--- src/core/gpcb_map.vh ---
/*
 * Register map, field layout and codes of the pin configuration bank.
 * Assumes inclusion by bare name from the bank's design files.
 */
`ifndef GPCB_MAP_VH
`define GPCB_MAP_VH

// ****************************************
// Register byte offsets
// ****************************************
`define GPCB_OFS_LOCK_KEY 12'h000
`define GPCB_OFS_IRQ_STATUS 12'h008
`define GPCB_OFS_IRQ_CLEAR 12'h00c
`define GPCB_OFS_IRQ_ENABLE 12'h010
`define GPCB_OFS_PIN_DATA_IN 12'h014
`define GPCB_OFS_PIN_DATA_OUT 12'h018
`define GPCB_OFS_TRI_ENABLE 12'h01c
`define GPCB_OFS_CFG_LOW 12'h040
`define GPCB_OFS_CFG_HIGH 12'h044
`define GPCB_OFS_MSB 11

// ****************************************
// Sizes, keys and reset values
// ****************************************
`define GPCB_PINS 16
`define GPCB_SLICE_W 4
`define GPCB_KEY_OPEN 32'h00000073
`define GPCB_RST_WORD 32'h00000000
`define GPCB_RST_PINS 16'h0000
`define GPCB_RST_BIT 1'b0

// ****************************************
// Slice field positions
// ****************************************
`define GPCB_FLD_EDGE 3
`define GPCB_FLD_MODE_HI 2
`define GPCB_FLD_MODE_LO 1
`define GPCB_FLD_READBACK 0

// ****************************************
// Field codes
// ****************************************
`define GPCB_RISING_EDGE_SEL 1'b0
`define GPCB_FALLING_EDGE_SEL 1'b1
`define GPCB_MODE_DISABLED 2'h0
`define GPCB_MODE_DRIVEN_BOTH_WAYS 2'h1
`define GPCB_MODE_DRAIN_OPEN 2'h2
`define GPCB_MODE_THREE_STATE 2'h3
`define GPCB_READ_PIN 1'b0
`define GPCB_READ_FORCED_LOW 1'b1

// ****************************************
// Bus codes
// ****************************************
`define GPCB_HTRANS_NONSEQ_BIT 1
`define GPCB_HRESP_OKAY 1'b0

`endif

--- src/core/gpcb_pin_slice.v ---
/*
 * One pin: input synchroniser, edge event and output driver.
 * Assumes pinIn is asynchronous to clock and the pad resolves pinOe.
 */
`timescale 1ns/10ps
`default_nettype none
`include "gpcb_map.vh"

module gpcb_pin_slice (
    input wire clock,
    input wire resetn,
    input wire pinIn,
    input wire [3:0] cfgSlice,
    input wire dataOut,
    input wire triEnable,
    output reg pinOut,
    output reg pinOe,
    output reg level,
    output reg edgeEvt
);

// ****************************************
// Three stage synchroniser
// ****************************************
reg sync1_r;
reg sync2_r;
reg sync3_r;
wire agree;
wire [1:0] mode;

assign agree = (sync2_r == sync3_r);
assign mode = cfgSlice[`GPCB_FLD_MODE_HI:`GPCB_FLD_MODE_LO];

always @(posedge clock or negedge resetn)
begin
    if (!resetn)
    begin
        sync1_r <= `GPCB_RST_BIT;
        sync2_r <= `GPCB_RST_BIT;
        sync3_r <= `GPCB_RST_BIT;
        level <= `GPCB_RST_BIT;
        edgeEvt <= `GPCB_RST_BIT;
    end
    else
    begin
        sync1_r <= pinIn;
        sync2_r <= sync1_r;
        sync3_r <= sync2_r;
        edgeEvt <= `GPCB_RST_BIT;
        if (agree)
        begin
            level <= sync3_r;
            // Edge direction select
            if (sync3_r != level)
            begin
                if (cfgSlice[`GPCB_FLD_EDGE] == `GPCB_RISING_EDGE_SEL)
                    edgeEvt <= sync3_r;
                else
                    edgeEvt <= ~sync3_r;
            end
        end
    end
end

// ****************************************
// Output driver
// ****************************************
always @(posedge clock or negedge resetn)
begin
    if (!resetn)
    begin
        pinOut <= `GPCB_RST_BIT;
        pinOe <= `GPCB_RST_BIT;
    end
    else
    begin
        case (mode)
            `GPCB_MODE_DRIVEN_BOTH_WAYS:
            begin
                pinOut <= dataOut;
                pinOe <= 1'b1;
            end
            `GPCB_MODE_DRAIN_OPEN:
            begin
                pinOut <= 1'b0;
                pinOe <= ~dataOut;
            end
            `GPCB_MODE_THREE_STATE:
            begin
                pinOut <= dataOut;
                pinOe <= triEnable;
            end
            default:
            begin
                pinOut <= 1'b0;
                pinOe <= 1'b0;
            end
        endcase
    end
end

endmodule
`default_nettype wire

--- src/core/gpcb_top.v ---
/*
 * Pin configuration bank for pins 0 to 15 with AHB-Lite register slave.
 * Assumes a single AHB-Lite master doing word transfers, pads outside.
 */
// Overview of operation
// - Configuration writes land only while the key lock is open.
// - Edge select 0 picks rising transitions, 1 picks falling ones.
// - Mode 0 disabled, 1 push-pull, 2 open drain, 3 three-state.
// - Readback 0 returns pin level, 1 forces that pin's read to zero.
// - Pin k of eight: edge bit 4k+3, mode 4k+2:4k+1, readback 4k.
// - Low group register holds pins 7..0, pin 7 on top nibble.
// - High group register holds pins 15..8, four bytes above low.
`timescale 1ns/10ps
`default_nettype none
`include "gpcb_map.vh"

module gpcb_top (
    input wire clock,
    input wire resetn,
    input wire hsel,
    input wire [31:0] haddr,
    input wire [1:0] htrans,
    input wire hwrite,
    input wire [2:0] hsize,
    input wire [31:0] hwdata,
    input wire hready,
    output reg hreadyout,
    output reg hresp,
    output reg [31:0] hrdata,
    input wire [15:0] pinIn,
    output wire [15:0] pinOut,
    output wire [15:0] pinOe,
    output reg irq
);

// ****************************************
// Address decode helper
// ****************************************
function addrHit;
    input [`GPCB_OFS_MSB:0] addr;
    input [`GPCB_OFS_MSB:0] ofs;
    begin
        addrHit = (addr == ofs);
    end
endfunction

// ****************************************
// Registers
// ****************************************
reg [31:0] pinCfgLowGroup_r;
reg [31:0] pinCfgHighGroup_r;
reg lockOpen_r;
reg [15:0] irqStatus_r;
reg [15:0] irqEnable_r;
reg [15:0] dataOut_r;
reg [15:0] triEnable_r;

reg wrPend_r;
reg [`GPCB_OFS_MSB:0] wrAddr_r;
reg rdPend_r;
reg [`GPCB_OFS_MSB:0] rdAddr_r;

wire [63:0] cfgAll;
wire [15:0] pinLevel;
wire [15:0] pinEvt;
wire [15:0] readForce;
wire [15:0] dataIn;
wire accept;
wire [15:0] irqClear;
wire [15:0] irqStatus_nxt;
reg [31:0] rdData_nxt;

assign accept = hsel & htrans[`GPCB_HTRANS_NONSEQ_BIT] & hready;
assign cfgAll = {pinCfgHighGroup_r, pinCfgLowGroup_r};

// ****************************************
// Per pin logic
// ****************************************
genvar i;
generate
    for (i = 0; i < `GPCB_PINS; i = i + 1)
    begin : pinGen
        gpcb_pin_slice slice (
            .clock(clock),
            .resetn(resetn),
            .pinIn(pinIn[i]),
            .cfgSlice(cfgAll[`GPCB_SLICE_W*i+`GPCB_FLD_EDGE:`GPCB_SLICE_W*i]),
            .dataOut(dataOut_r[i]),
            .triEnable(triEnable_r[i]),
            .pinOut(pinOut[i]),
            .pinOe(pinOe[i]),
            .level(pinLevel[i]),
            .edgeEvt(pinEvt[i])
        );
        assign readForce[i] = cfgAll[`GPCB_SLICE_W*i+`GPCB_FLD_READBACK];
        // Forced-low readback masks the pin level
        assign dataIn[i] = (readForce[i] == `GPCB_READ_FORCED_LOW) ?
            1'b0 : pinLevel[i];
    end
endgenerate

// ****************************************
// Interrupt status
// ****************************************
assign irqClear = (wrPend_r && addrHit(wrAddr_r, `GPCB_OFS_IRQ_CLEAR)) ?
    hwdata[15:0] : `GPCB_RST_PINS;
// Set wins over a clear in the same cycle
assign irqStatus_nxt = (irqStatus_r & ~irqClear) | pinEvt;

always @(posedge clock or negedge resetn)
begin
    if (!resetn)
    begin
        irqStatus_r <= `GPCB_RST_PINS;
    end
    else
    begin
        irqStatus_r <= irqStatus_nxt;
    end
end

// ****************************************
// Interrupt output
// ****************************************
always @(posedge clock or negedge resetn)
begin
    if (!resetn)
    begin
        irq <= `GPCB_RST_BIT;
    end
    else
    begin
        irq <= |(irqStatus_nxt & irqEnable_r);
    end
end

// ****************************************
// Bus phase tracking
// ****************************************
always @(posedge clock or negedge resetn)
begin
    if (!resetn)
    begin
        wrPend_r <= `GPCB_RST_BIT;
        wrAddr_r <= {(`GPCB_OFS_MSB+1){1'b0}};
        rdPend_r <= `GPCB_RST_BIT;
        rdAddr_r <= {(`GPCB_OFS_MSB+1){1'b0}};
        hreadyout <= 1'b1;
        hresp <= `GPCB_HRESP_OKAY;
    end
    else
    begin
        hresp <= `GPCB_HRESP_OKAY;
        wrPend_r <= accept & hwrite;
        if (accept)
        begin
            wrAddr_r <= haddr[`GPCB_OFS_MSB:0];
            rdAddr_r <= haddr[`GPCB_OFS_MSB:0];
        end
        // Reads take one wait state so a write just before is seen
        if (accept && !hwrite)
        begin
            rdPend_r <= 1'b1;
            hreadyout <= 1'b0;
        end
        else
        begin
            rdPend_r <= 1'b0;
            hreadyout <= 1'b1;
        end
    end
end

// ****************************************
// Lock key
// ****************************************
always @(posedge clock or negedge resetn)
begin
    if (!resetn)
    begin
        lockOpen_r <= `GPCB_RST_BIT;
    end
    else if (wrPend_r && addrHit(wrAddr_r, `GPCB_OFS_LOCK_KEY))
    begin
        // Any value but the key closes the lock again
        lockOpen_r <= (hwdata == `GPCB_KEY_OPEN);
    end
end

// ****************************************
// Pin configuration groups
// ****************************************
always @(posedge clock or negedge resetn)
begin
    if (!resetn)
    begin
        pinCfgLowGroup_r <= `GPCB_RST_WORD;
        pinCfgHighGroup_r <= `GPCB_RST_WORD;
    end
    else if (wrPend_r && lockOpen_r)
    begin
        // Locked writes fall through here and still answer OKAY
        if (addrHit(wrAddr_r, `GPCB_OFS_CFG_LOW))
        begin
            pinCfgLowGroup_r <= hwdata;
        end
        else if (addrHit(wrAddr_r, `GPCB_OFS_CFG_HIGH))
        begin
            pinCfgHighGroup_r <= hwdata;
        end
    end
end

// ****************************************
// Interrupt enable
// ****************************************
always @(posedge clock or negedge resetn)
begin
    if (!resetn)
    begin
        irqEnable_r <= `GPCB_RST_PINS;
    end
    else if (wrPend_r && addrHit(wrAddr_r, `GPCB_OFS_IRQ_ENABLE))
    begin
        irqEnable_r <= hwdata[15:0];
    end
end

// ****************************************
// Pin output data and three-state enable
// ****************************************
always @(posedge clock or negedge resetn)
begin
    if (!resetn)
    begin
        dataOut_r <= `GPCB_RST_PINS;
        triEnable_r <= `GPCB_RST_PINS;
    end
    else if (wrPend_r)
    begin
        if (addrHit(wrAddr_r, `GPCB_OFS_PIN_DATA_OUT))
        begin
            dataOut_r <= hwdata[15:0];
        end
        else if (addrHit(wrAddr_r, `GPCB_OFS_TRI_ENABLE))
        begin
            triEnable_r <= hwdata[15:0];
        end
    end
end

// ****************************************
// Register reads
// ****************************************
always @*
begin
    rdData_nxt = `GPCB_RST_WORD;
    if (addrHit(rdAddr_r, `GPCB_OFS_LOCK_KEY))
    begin
        rdData_nxt = {31'h00000000, lockOpen_r};
    end
    else if (addrHit(rdAddr_r, `GPCB_OFS_IRQ_STATUS))
    begin
        rdData_nxt = {16'h0000, irqStatus_r};
    end
    else if (addrHit(rdAddr_r, `GPCB_OFS_IRQ_ENABLE))
    begin
        rdData_nxt = {16'h0000, irqEnable_r};
    end
    else if (addrHit(rdAddr_r, `GPCB_OFS_PIN_DATA_IN))
    begin
        rdData_nxt = {16'h0000, dataIn};
    end
    else if (addrHit(rdAddr_r, `GPCB_OFS_PIN_DATA_OUT))
    begin
        rdData_nxt = {16'h0000, dataOut_r};
    end
    else if (addrHit(rdAddr_r, `GPCB_OFS_TRI_ENABLE))
    begin
        rdData_nxt = {16'h0000, triEnable_r};
    end
    else if (addrHit(rdAddr_r, `GPCB_OFS_CFG_LOW))
    begin
        rdData_nxt = pinCfgLowGroup_r;
    end
    else if (addrHit(rdAddr_r, `GPCB_OFS_CFG_HIGH))
    begin
        rdData_nxt = pinCfgHighGroup_r;
    end
end

always @(posedge clock or negedge resetn)
begin
    if (!resetn)
    begin
        hrdata <= `GPCB_RST_WORD;
    end
    else if (rdPend_r)
    begin
        hrdata <= rdData_nxt;
    end
end

endmodule
`default_nettype wire

--- config.mk ---
export PLATFORM = sky130hd
export DESIGN_NAME = gpcb_top
export DESIGN_NICKNAME = d
export VERILOG_FILES = /design/src/core/gpcb_pin_slice.v /design/src/core/gpcb_top.v
export VERILOG_INCLUDE_DIRS = /design/src /design/src/core
export SDC_FILE = /design/constraint.sdc
export NUM_CORES = 1
export LEC_CHECK = 0
export ABC_AREA = 1
export BUFFER_PORTS_ARGS = -buffer_cell sky130_fd_sc_hd__buf_2
export CORE_ASPECT_RATIO = 0.7
export CORE_MARGIN = 2
export CORE_UTILIZATION = 40
export DETAILED_ROUTE_END_ITERATION = 16
export PLACE_DENSITY = 0.65
export SYNTH_ARGS = -nofsm -noshare
export SYNTH_HDL_FRONTEND = slang
export SYNTH_HIERARCHICAL = 1
export SYNTH_SLANG_ARGS = --single-unit
--- constraint.sdc ---
create_clock -name clock -period 3.25 [get_ports clock]
set_clock_uncertainty 0.15 [all_clocks]
set_input_delay 0.1625 -clock clock [delete_from_list [all_inputs] [get_ports clock]]
set_output_delay 0.1625 -clock clock [all_outputs]
set_load 0.01 [all_outputs]
* Word level (Yosys, flattened, before mapping)
Cells that the tools add are included.
Cells by class: equal/unequal tests 89, mux-type cells 107, bitwise logic cells 41, reductions and logical operators 28
Operators by type and width (count):
- 2-to-1 mux 32 bit | 8
- 2-to-1 mux 1 bit | 82
- equality test 2 bit, second input constant | 32
- equality test 12 x 5 -> 1 bit, second input constant | 4
- one-hot mux 1 bit (3 select lines) | 16
- inverter 1 bit | 34
- AND 16 bit | 2
- equality test 2 x 1 -> 1 bit, second input constant | 16
- equality test 32 x 7 -> 1 bit, second input constant | 1
- OR reduction 2 bit | 16
- equality test 12 x 4 -> 1 bit, second input constant | 2
- equality test 12 x 7 -> 1 bit, second input constant | 2
- equality test 1 bit | 16
- 2-to-1 mux 16 bit | 1
- inequality test 1 bit | 16
- inverter 16 bit | 1
- bitwise OR 16 bit | 1
- OR reduction 16 bit | 1
- logical NOT 12 bit | 1
- AND reduction 3 bit | 2
- logical AND 1 bit | 5
- AND reduction 2 bit | 2
- AND 1 bit | 3
- logical NOT 1 bit | 1
Storage, ports and cells: flip-flop bits (word level) 289, bits of input ports 90, output and inout port bits 67, word-level logic and storage cells 390

* Longest topological paths before layout
Gate-level depths: netlist of run 1.
depth in word-level cells 9, mapped depth 14, mapped depth without buffers 13

* By module
The synthesis of run 1 kept the hierarchy.
Modules (own cells, without submodules):
- gpcb_top | times used 1, cells an instance 1002, area an instance 8246.7 um^2, seq. area each 4430.5 um^2
- gpcb_pin_slice | times used 16, cells an instance 25, area an instance 245.2 um^2, seq. area each 175.2 um^2

* Worst setup path before layout of run 1
Ideal clock, no wire load.
path type register to register, start register, netlist name rdAddr_r[8], end register irq, library setup time 119 ps, arrival 1438 ps, data required time 2981 ps, setup slack 1544 ps, stages on the path, launching flop included 14, buffers on the path 1, clock period less this slack 1706 ps, cells stage by stage dfrtp_1 > nor2_2 > nand3_1 > nor2_4 > buf_6 > nand3_1 > nand2_1 > nand2_1 > nand2_1 > nand2_1 > inv_1 > nand2_1 > nor2_1 > nand2_1
RTL lines:
- to (signal assigned) | line gpcb_top.v:129 | irq <= `GPCB_RST_BIT;
- to (signal assigned) | line gpcb_top.v:133 | irq <= |(irqStatus_nxt & irqEnable_r);
- to (decl) | line gpcb_top.v:33 | output reg irq

==> reports/qor.txt, run 1 <==
========================================================================================================
Clock tree buffer depth                                                                                3
CTS tree                                                                                           built
Share of flip-flops with an asynchronous set or reset after synthesis                               1.00
Global-route wire length before repair                                                           53.8 mm
Proportion of power drawn by flip-flops and latches                                                0.500
# rows                                                                                                53
Routability cong.                                                                                  0.845
Number of hold violations in the final report                                                          0
Area of the multi-input gates                                                               0.00410 mm^2
Hold_buf cts                                                                                          62
HPWL after detailed placement                                                                    23.1 mm
Largest net degree at the start of global routing                                                     94
Number of pins exceeding their max-slew limit in the final report                                      0
Starting Density                                                                                   0.406
Initial antenna violation count                                                                        0
Non-filler cells, final                                                                             2029
Die area                                                                                     0.0319 mm^2
Main area contributors after synthesis                                                      sky130_fd_sc_hd__dfrtp_1, sky130_fd_sc_hd__nand2_1, sky130_fd_sc_hd__inv_1
Post-synth top flop                                                                         sky130_fd_sc_hd__dfrtp_1
Area occupied by registers                                                                  0.00723 mm^2
P_int                                                                                            5860 uW
Post-CTS clock slew at the launch and capture registers of the worst setup and hold paths        0.06 ns
Worst setup path startpoint                                                                  rdAddr_r[1]
Number of routed nets with antenna violations                                                          0
Final critical-path share of the clock period                                                      0.780
Run status                                                                                  complete, no violations
Global routing usage summed across all routing layers                                              0.219
Pwr Total                                                                                        7630 uW
Clock Sinks                                                                                          289
Number of unique standard cell types used by synthesis                                                31
Proportion of layout cells with a drive suffix above 1                                             0.142
Maximum VDD drop                                                                                0.339 mV
Via count of the first global-routing pass                                                          9763
Number of violations reported at the end of detailed-routing iteration 0                             916
Max-slew headroom at the worst pin                                                                 0.397
Die Wd                                                                                            212 um
I/O pin total                                                                                        157
Placed cells                                                                                        1916
Number of DRC violations after detailed routing                                                        0
Pwr Density                                                                                  513 mW/mm^2
Routed WL per cell                                                                               16.7 um
Final number of setup-violating endpoints                                                              0
Combinational fraction of design power                                                             0.064
Final net count                                                                                     1686
Root buf cell                                                                               sky130_fd_sc_hd__clkbuf_16
Sum of negative setup slack                                                                         0 ns
Mapped Area                                                                                  0.0122 mm^2
Post-Synthesis Cells                                                                                1402
Post-route core utilization                                                                        0.496
Quantity of gates resized following cts                                                                0
Leakage                                                                                       0.00798 uW
Number of flops mapped to enable cells by yosys                                                        0
Vias                                                                                               10034
Leading post-synthesis cells by instance count                                              sky130_fd_sc_hd__nand2_1, sky130_fd_sc_hd__dfrtp_1, sky130_fd_sc_hd__inv_1, sky130_fd_sc_hd__nor2_1, sky130_fd_sc_hd__o21ai_0
Cells on worst reg2reg path                                                                            7
DP Worst Slack                                                                                  0.784 ns
Worst R2R Start                                                                              rdAddr_r[1]
Synthesized area divided by synthesized cell count                                             8.68 um^2
Max Clk Rate                                                                                   0.395 GHz
Arrival time reported for the critical path endpoint                                             2.82 ns
Detailed-route vias per instance                                                                    4.95
Number of violations of the max-capacitance limit                                                      0
Sequential share of the synthesized area                                                           0.594
Post CTS Setup Buffer Count                                                                            0
Library cell with the largest summed area after synthesis                                   sky130_fd_sc_hd__dfrtp_1
Clock latency on the worst-skew pair                                                             0.55 ns
Hold WC Path Type                                                                            in -> async
Required time of the critical path                                                               3.54 ns
Number of filler cells placed in the layout                                                         2871
H-Tree Depth                                                                                           1
Worst Max-Slew Pin Slew                                                                         0.902 ns
Largest regs                                                                                hrdata: 32 flops, pinCfgHighGroup_r: 32 flops, pinCfgLowGroup_r: 32 flops
CP Max Fanout                                                                                         64
Crit path kind                                                                                reg -> reg
Total iterations of the first detailed-routing run                                                     7
Critical path launch point type                                                                flip-flop
Number of buffers created by CTS                                                                      28
Share of Yosys cell area claimed by the top area cell type                                         0.592
Post-synth net total                                                                                1492
Clock share of power                                                                               0.436
Height of the chip                                                                                150 um
Growth of design area from synthesis to finish                                                     22.1%
Yosys warns                                                                                            6
Final critical delay including setup and external delays                                         2.53 ns
Port Buffers                                                                                         131
Worst Slack Setup Final                                                                         0.716 ns
Switching part of the total                                                                        0.232
Net switching power                                                                              1770 uW
Post-synthesis sequential element count                                                              289
Routed wire length                                                                               33.9 mm
Antenna Diode Count                                                                                    0
Cell with the most instances after synthesis                                                sky130_fd_sc_hd__nand2_1
Global-route congestion overflow total                                                                 0
RSZ-0062 raised after global routing                                                                  no
Endpoint class of the critical path                                                            flip-flop
Core area                                                                                    0.0300 mm^2
========================================================================================================
cells in the final DEF (no fill, tap or decap), drive strengths merged:
cell type and n:
nand2 459, dfrtp 288, inv 161, nor2 151, buf 149, o21ai 144
dlygate4sd3 62, nand3 49, clkbuf 44, a21oi 34, nand3b 22, nand4 12
a32o 12, mux2 9, o22ai 4, nor3 4, nor4 3, clkinv 3
clkinvlp 2, bufinv 2, nor3b 1, conb 1, dfstp 1
layout make-up:
type	instances	area share
inverter	161	0.0408
timing repair buffer	211	0.0982
clock inverter	7	0.00606
tap	412	0.0347
sequential	289	0.487
clock buffer	44	0.0574
multi-input combinational	905	0.276
cells by family (layout without fill, tap and decap cells):
family,after synthesis,after routing,share of synthesized area
multiplexers,9,9,0.00833
AND/OR/NAND/NOR,701,701,0.243
AO/OA/AOI/OAI,194,194,0.0851
buffers and inverters,208,423,0.0689
other,1,1,0.000308
flip-flops,289,289,0.594
per-layer routing:
metal / wire, um / up-vias / global-route usage
met1: 16000 / 4797 / 0.326
li1: - / 4792 / -
met2: 14600 / 398 / 0.327
met3: 2820 / 47 / 0.0470
met5: 0 / - / 0
met4: 580 / 0 / 0.0510
path summary, 6_finish.rpt:
path,endpoint,slack [ns]
min,pinCfgHighGroup_r[9],0.09
max reg2reg,pinCfgHighGroup_r[7],0.72
max in group asynchronous,dataOut_r[11],1.96
min in group clock,pinGen[13].slice/sync1_r,0.09
max,pinCfgHighGroup_r[7],0.72
min reg2reg,pinGen[5].slice/sync2_r,0.20
metrics by stage:
stage / hold slack, ns / cell area (um^2)
floorplan: -0.283 / 12200
global placement: 0.0806 / 13300
detailed placement: 0.0795 / 13300
CTS: 0.0776 / 14900
global route: 0.0863 / 14900
finish: 0.0892 / 14900
worst max-delay path, cell delays in order (launching register included):
cell and delay, ns:
sky130_fd_sc_hd__dfrtp_1 0.40, sky130_fd_sc_hd__nor2_4 0.20, sky130_fd_sc_hd__nand3_2 0.15, sky130_fd_sc_hd__nor2_1 0.23, sky130_fd_sc_hd__nand2_2 0.15, sky130_fd_sc_hd__inv_2 0.28, sky130_fd_sc_hd__nand2_4 0.44, sky130_fd_sc_hd__o21ai_0 0.37
power by group through the flow:
stage | Clock, uW | Combinational [uW] | Sequential [uW]
detailed placement | 0 | 432 | 3880
finish | 3330 | 487 | 3810
CTS | 3390 | 492 | 3810
floorplan | 0 | 221 | 3860
global placement | 0 | 421 | 3870
global route | 3550 | 551 | 3830
(Power assumes the default switching activity.)
==> run 2, diff against run 1 <==
==> constraint.sdc (replaced) <==
create_clock -name clock -period 2.5 [get_ports clock]
set_clock_uncertainty 0.15 [all_clocks]
set_input_delay 0.125 -clock clock [delete_from_list [all_inputs] [get_ports clock]]
set_output_delay 0.125 -clock clock [all_outputs]
set_load 0.01 [all_outputs]
==> run 2 against run 1 <==
Net effect: cell count grew 0.94%; critical path depth grew 1; worst setup slack lost 0.43 ns; critical path type is now in -> reg; sequential share of layout area shrank 0.58 points.
==> reports/qor.txt, run 2 (synthesized netlist as in run 1, its figures left out) <==
========================================================================================================
Run status                                                                                  complete, no violations
Max-slew headroom at the worst pin                                                                 0.503   +0.106
Die area                                                                                     0.0319 mm^2   unchanged
Area occupied by registers                                                                  0.00723 mm^2   unchanged
Commonest non-fill, non-tap cell in the layout                                              sky130_fd_sc_hd__nand2_1
Routability cong.                                                                                  0.857   +1.5%
Final critical delay including setup and external delays                                         2.21 ns
Number of pins exceeding their max-slew limit in the final report                                      0   unchanged
Number of hold violations in the final report                                                          0   unchanged
Port Buffers                                                                                         131   unchanged
HPWL after detailed placement                                                                    23.4 mm   +1.4%
Worst Slack Setup Final                                                                         0.286 ns   -0.430 ns
Starting Density                                                                                   0.406   unchanged
Highest-delay cell along the critical path                                                  sky130_fd_sc_hd__dlygate4sd3_1
Hold WC Path Type                                                                              in -> reg
Routed wire length                                                                               34.1 mm   +0.37%
Final critical-path share of the clock period                                                      0.886
Number of buffers created by CTS                                                                      28   unchanged
Antenna Diode Count                                                                                    0   unchanged
Worst Max-Slew Pin Slew                                                                         0.739 ns   -0.162 ns
Pwr Density                                                                                  655 mW/mm^2   +28%
RSZ-0062 raised after global routing                                                                  no
Root buf cell                                                                               sky130_fd_sc_hd__clkbuf_16
Crit path kind                                                                                 in -> reg
Total iterations of the first detailed-routing run                                                     5   -2
Maximum VDD drop                                                                                0.451 mV   +33%
Arrival time reported for the critical path endpoint                                             2.56 ns   -0.26 ns
Via count of the first global-routing pass                                                          9807   +0.45%
Sum of negative setup slack                                                                         0 ns   unchanged
Global-route wire length before repair                                                           54.1 mm   +0.65%
Number of DRC violations after detailed routing                                                        0   unchanged
Area of the multi-input gates                                                               0.00410 mm^2   unchanged
Growth of design area from synthesis to finish                                                     23.5%
Leakage                                                                                       0.00809 uW   +1.4%
Post-CTS clock slew at the launch and capture registers of the worst setup and hold paths        0.06 ns   about the same
Global routing usage summed across all routing layers                                              0.221   +0.00219
Required time of the critical path                                                               2.85 ns   -0.69 ns
List of cells traversed by the critical path                                                dlygate4sd3_1, buf_2, inv_1, nand4_1, dlygate4sd3_1, nor4_1, nand4_1, nand2_1
Die Wd                                                                                            212 um   unchanged
Max Clk Rate                                                                                   0.452 GHz
Proportion of layout cells with a drive suffix above 1                                             0.151   +0.00874
Initial antenna violation count                                                                        0   unchanged
Clock latency on the worst-skew pair                                                             0.56 ns   about the same
Quantity of gates resized following cts                                                                0   unchanged
Clock tree buffer depth                                                                                3   unchanged
Number of routed nets with antenna violations                                                          0   unchanged
Critical path launch point type                                                             primary input
# rows                                                                                                53   unchanged
CTS tree                                                                                           built
Vias                                                                                               10070   +0.36%
Delay contributed by the slowest stage of the critical path                                      0.58 ns   +0.14 ns
Global-route congestion overflow total                                                                 0   unchanged
Clock Sinks                                                                                          289   unchanged
Largest regs                                                                                hrdata: 32 flops, pinCfgHighGroup_r: 32 flops, pinCfgLowGroup_r: 32 flops
Height of the chip                                                                                150 um   unchanged
Number of buffers and inverters on the critical path                                                   4   +3
Core area                                                                                    0.0300 mm^2   unchanged
Routed WL per cell                                                                               16.6 um   -0.56%
Number of filler cells placed in the layout                                                         2832   -1.4%
Top library cells by usage in the layout, fill and taps aside                               sky130_fd_sc_hd__nand2_1, sky130_fd_sc_hd__dfrtp_1, sky130_fd_sc_hd__inv_1, sky130_fd_sc_hd__nor2_1, sky130_fd_sc_hd__buf_2
Final number of setup-violating endpoints                                                              0   unchanged
DP Worst Slack                                                                                  0.351 ns   -0.433 ns
Final net count                                                                                     1706   +1.2%
Endpoint class of the critical path                                                            flip-flop
Number of violations reported at the end of detailed-routing iteration 0                             910   -0.66%
Worst path top cell family by delay                                                         buffers and inverters
H-Tree Depth                                                                                           1   unchanged
Pwr Total                                                                                        9850 uW   +29%
Largest net degree at the start of global routing                                                     65   -31%
Detailed-route vias per instance                                                                    4.92   -0.57%
I/O pin total                                                                                        157   unchanged
CP Max Fanout                                                                                          6   -91%
Number of violations of the max-capacitance limit                                                      0   unchanged
========================================================================================================
-- run 2: cell types whose count changed in the layout (fill, tap and decap cells not counted), sizes merged --
cell,previous run,this run
buf,149,167
clkbuf,44,41
clkinv,3,6
clkinvlp,2,0
dlygate4sd3,62,64
inv,161,162
-- run 2: path summary, 6_finish.rpt --
path,start,endpoint,slack (ns),cells after the start
setup / recovery,hwdata[7],lockOpen_r,0.29,8
hold / removal,pinIn[5],pinGen[5].slice/sync1_r,0.05,2
setup reg to reg,rdAddr_r[1],pinCfgHighGroup_r[22],0.34,7
hold reg to reg,pinGen[1].slice/sync1_r,pinGen[1].slice/sync2_r,0.19,0
max in group asynchronous,resetn,irqEnable_r[13],1.20,4
min in group asynchronous,resetn,pinGen[8].slice/sync1_r,0.41,3
-- run 2: worst reg2reg max path, delay by kind of cell, from the launching register on --
kind / cells / cell delay, ns
DFF: 1 / 0.41
buffers and inverters: 1 / 0.11
and+or+nand+nor: 5 / 1.06
AOI/OAI and AO/OA: 1 / 0.34
-- run 2: metal layers --
| layer | up-vias | routed length (um) | part of all wire | global-route usage |
|---|---|---|---|---|
| met4 | 0 | 761 | 0.022 | 0.0580 |
| li1 | 4822 | - | - | - |
| met2 | 372 | 14400 | 0.42 | 0.326 |
| met5 | - | 0 | 0 | 0 |
| met1 | 4818 | 16100 | 0.47 | 0.329 |
| met3 | 58 | 2810 | 0.082 | 0.0497 |
-- run 2: through the flow --
stage               utilization  area (um^2)  cells  hold WS [ns]
floorplan                     -        12200   1402        -0.321
global placement          0.449        13500   1933       -0.0294
detailed placement        0.449        13500   1933       -0.0344
CTS                       0.502        15000   2048        0.0338
global route              0.502        15000   2048        0.0467
finish                    0.502        15000   2048        0.0470
-- run 2: report_power, final --
part	internal [uW]	switching, uW
combinational	259	392
sequential	4830	117
clock	2450	1810
-- run 2: cell type report --
class | count | share of cell area
inverter | 161 | 0.0404
multi-input combinational | 905 | 0.273
clock buffer | 41 | 0.0539
sequential | 289 | 0.481
tap | 412 | 0.0343
clock inverter | 9 | 0.00657
timing repair buffer | 231 | 0.111
-- run 2: what timing repair did --
item / 4_1_cts / 5_1_grt
hold buffers: 65 / 0
setup endpoints to repair: 0 / 0
buffers inserted: 0 / 0
hold endpoints to repair: 449 / 0
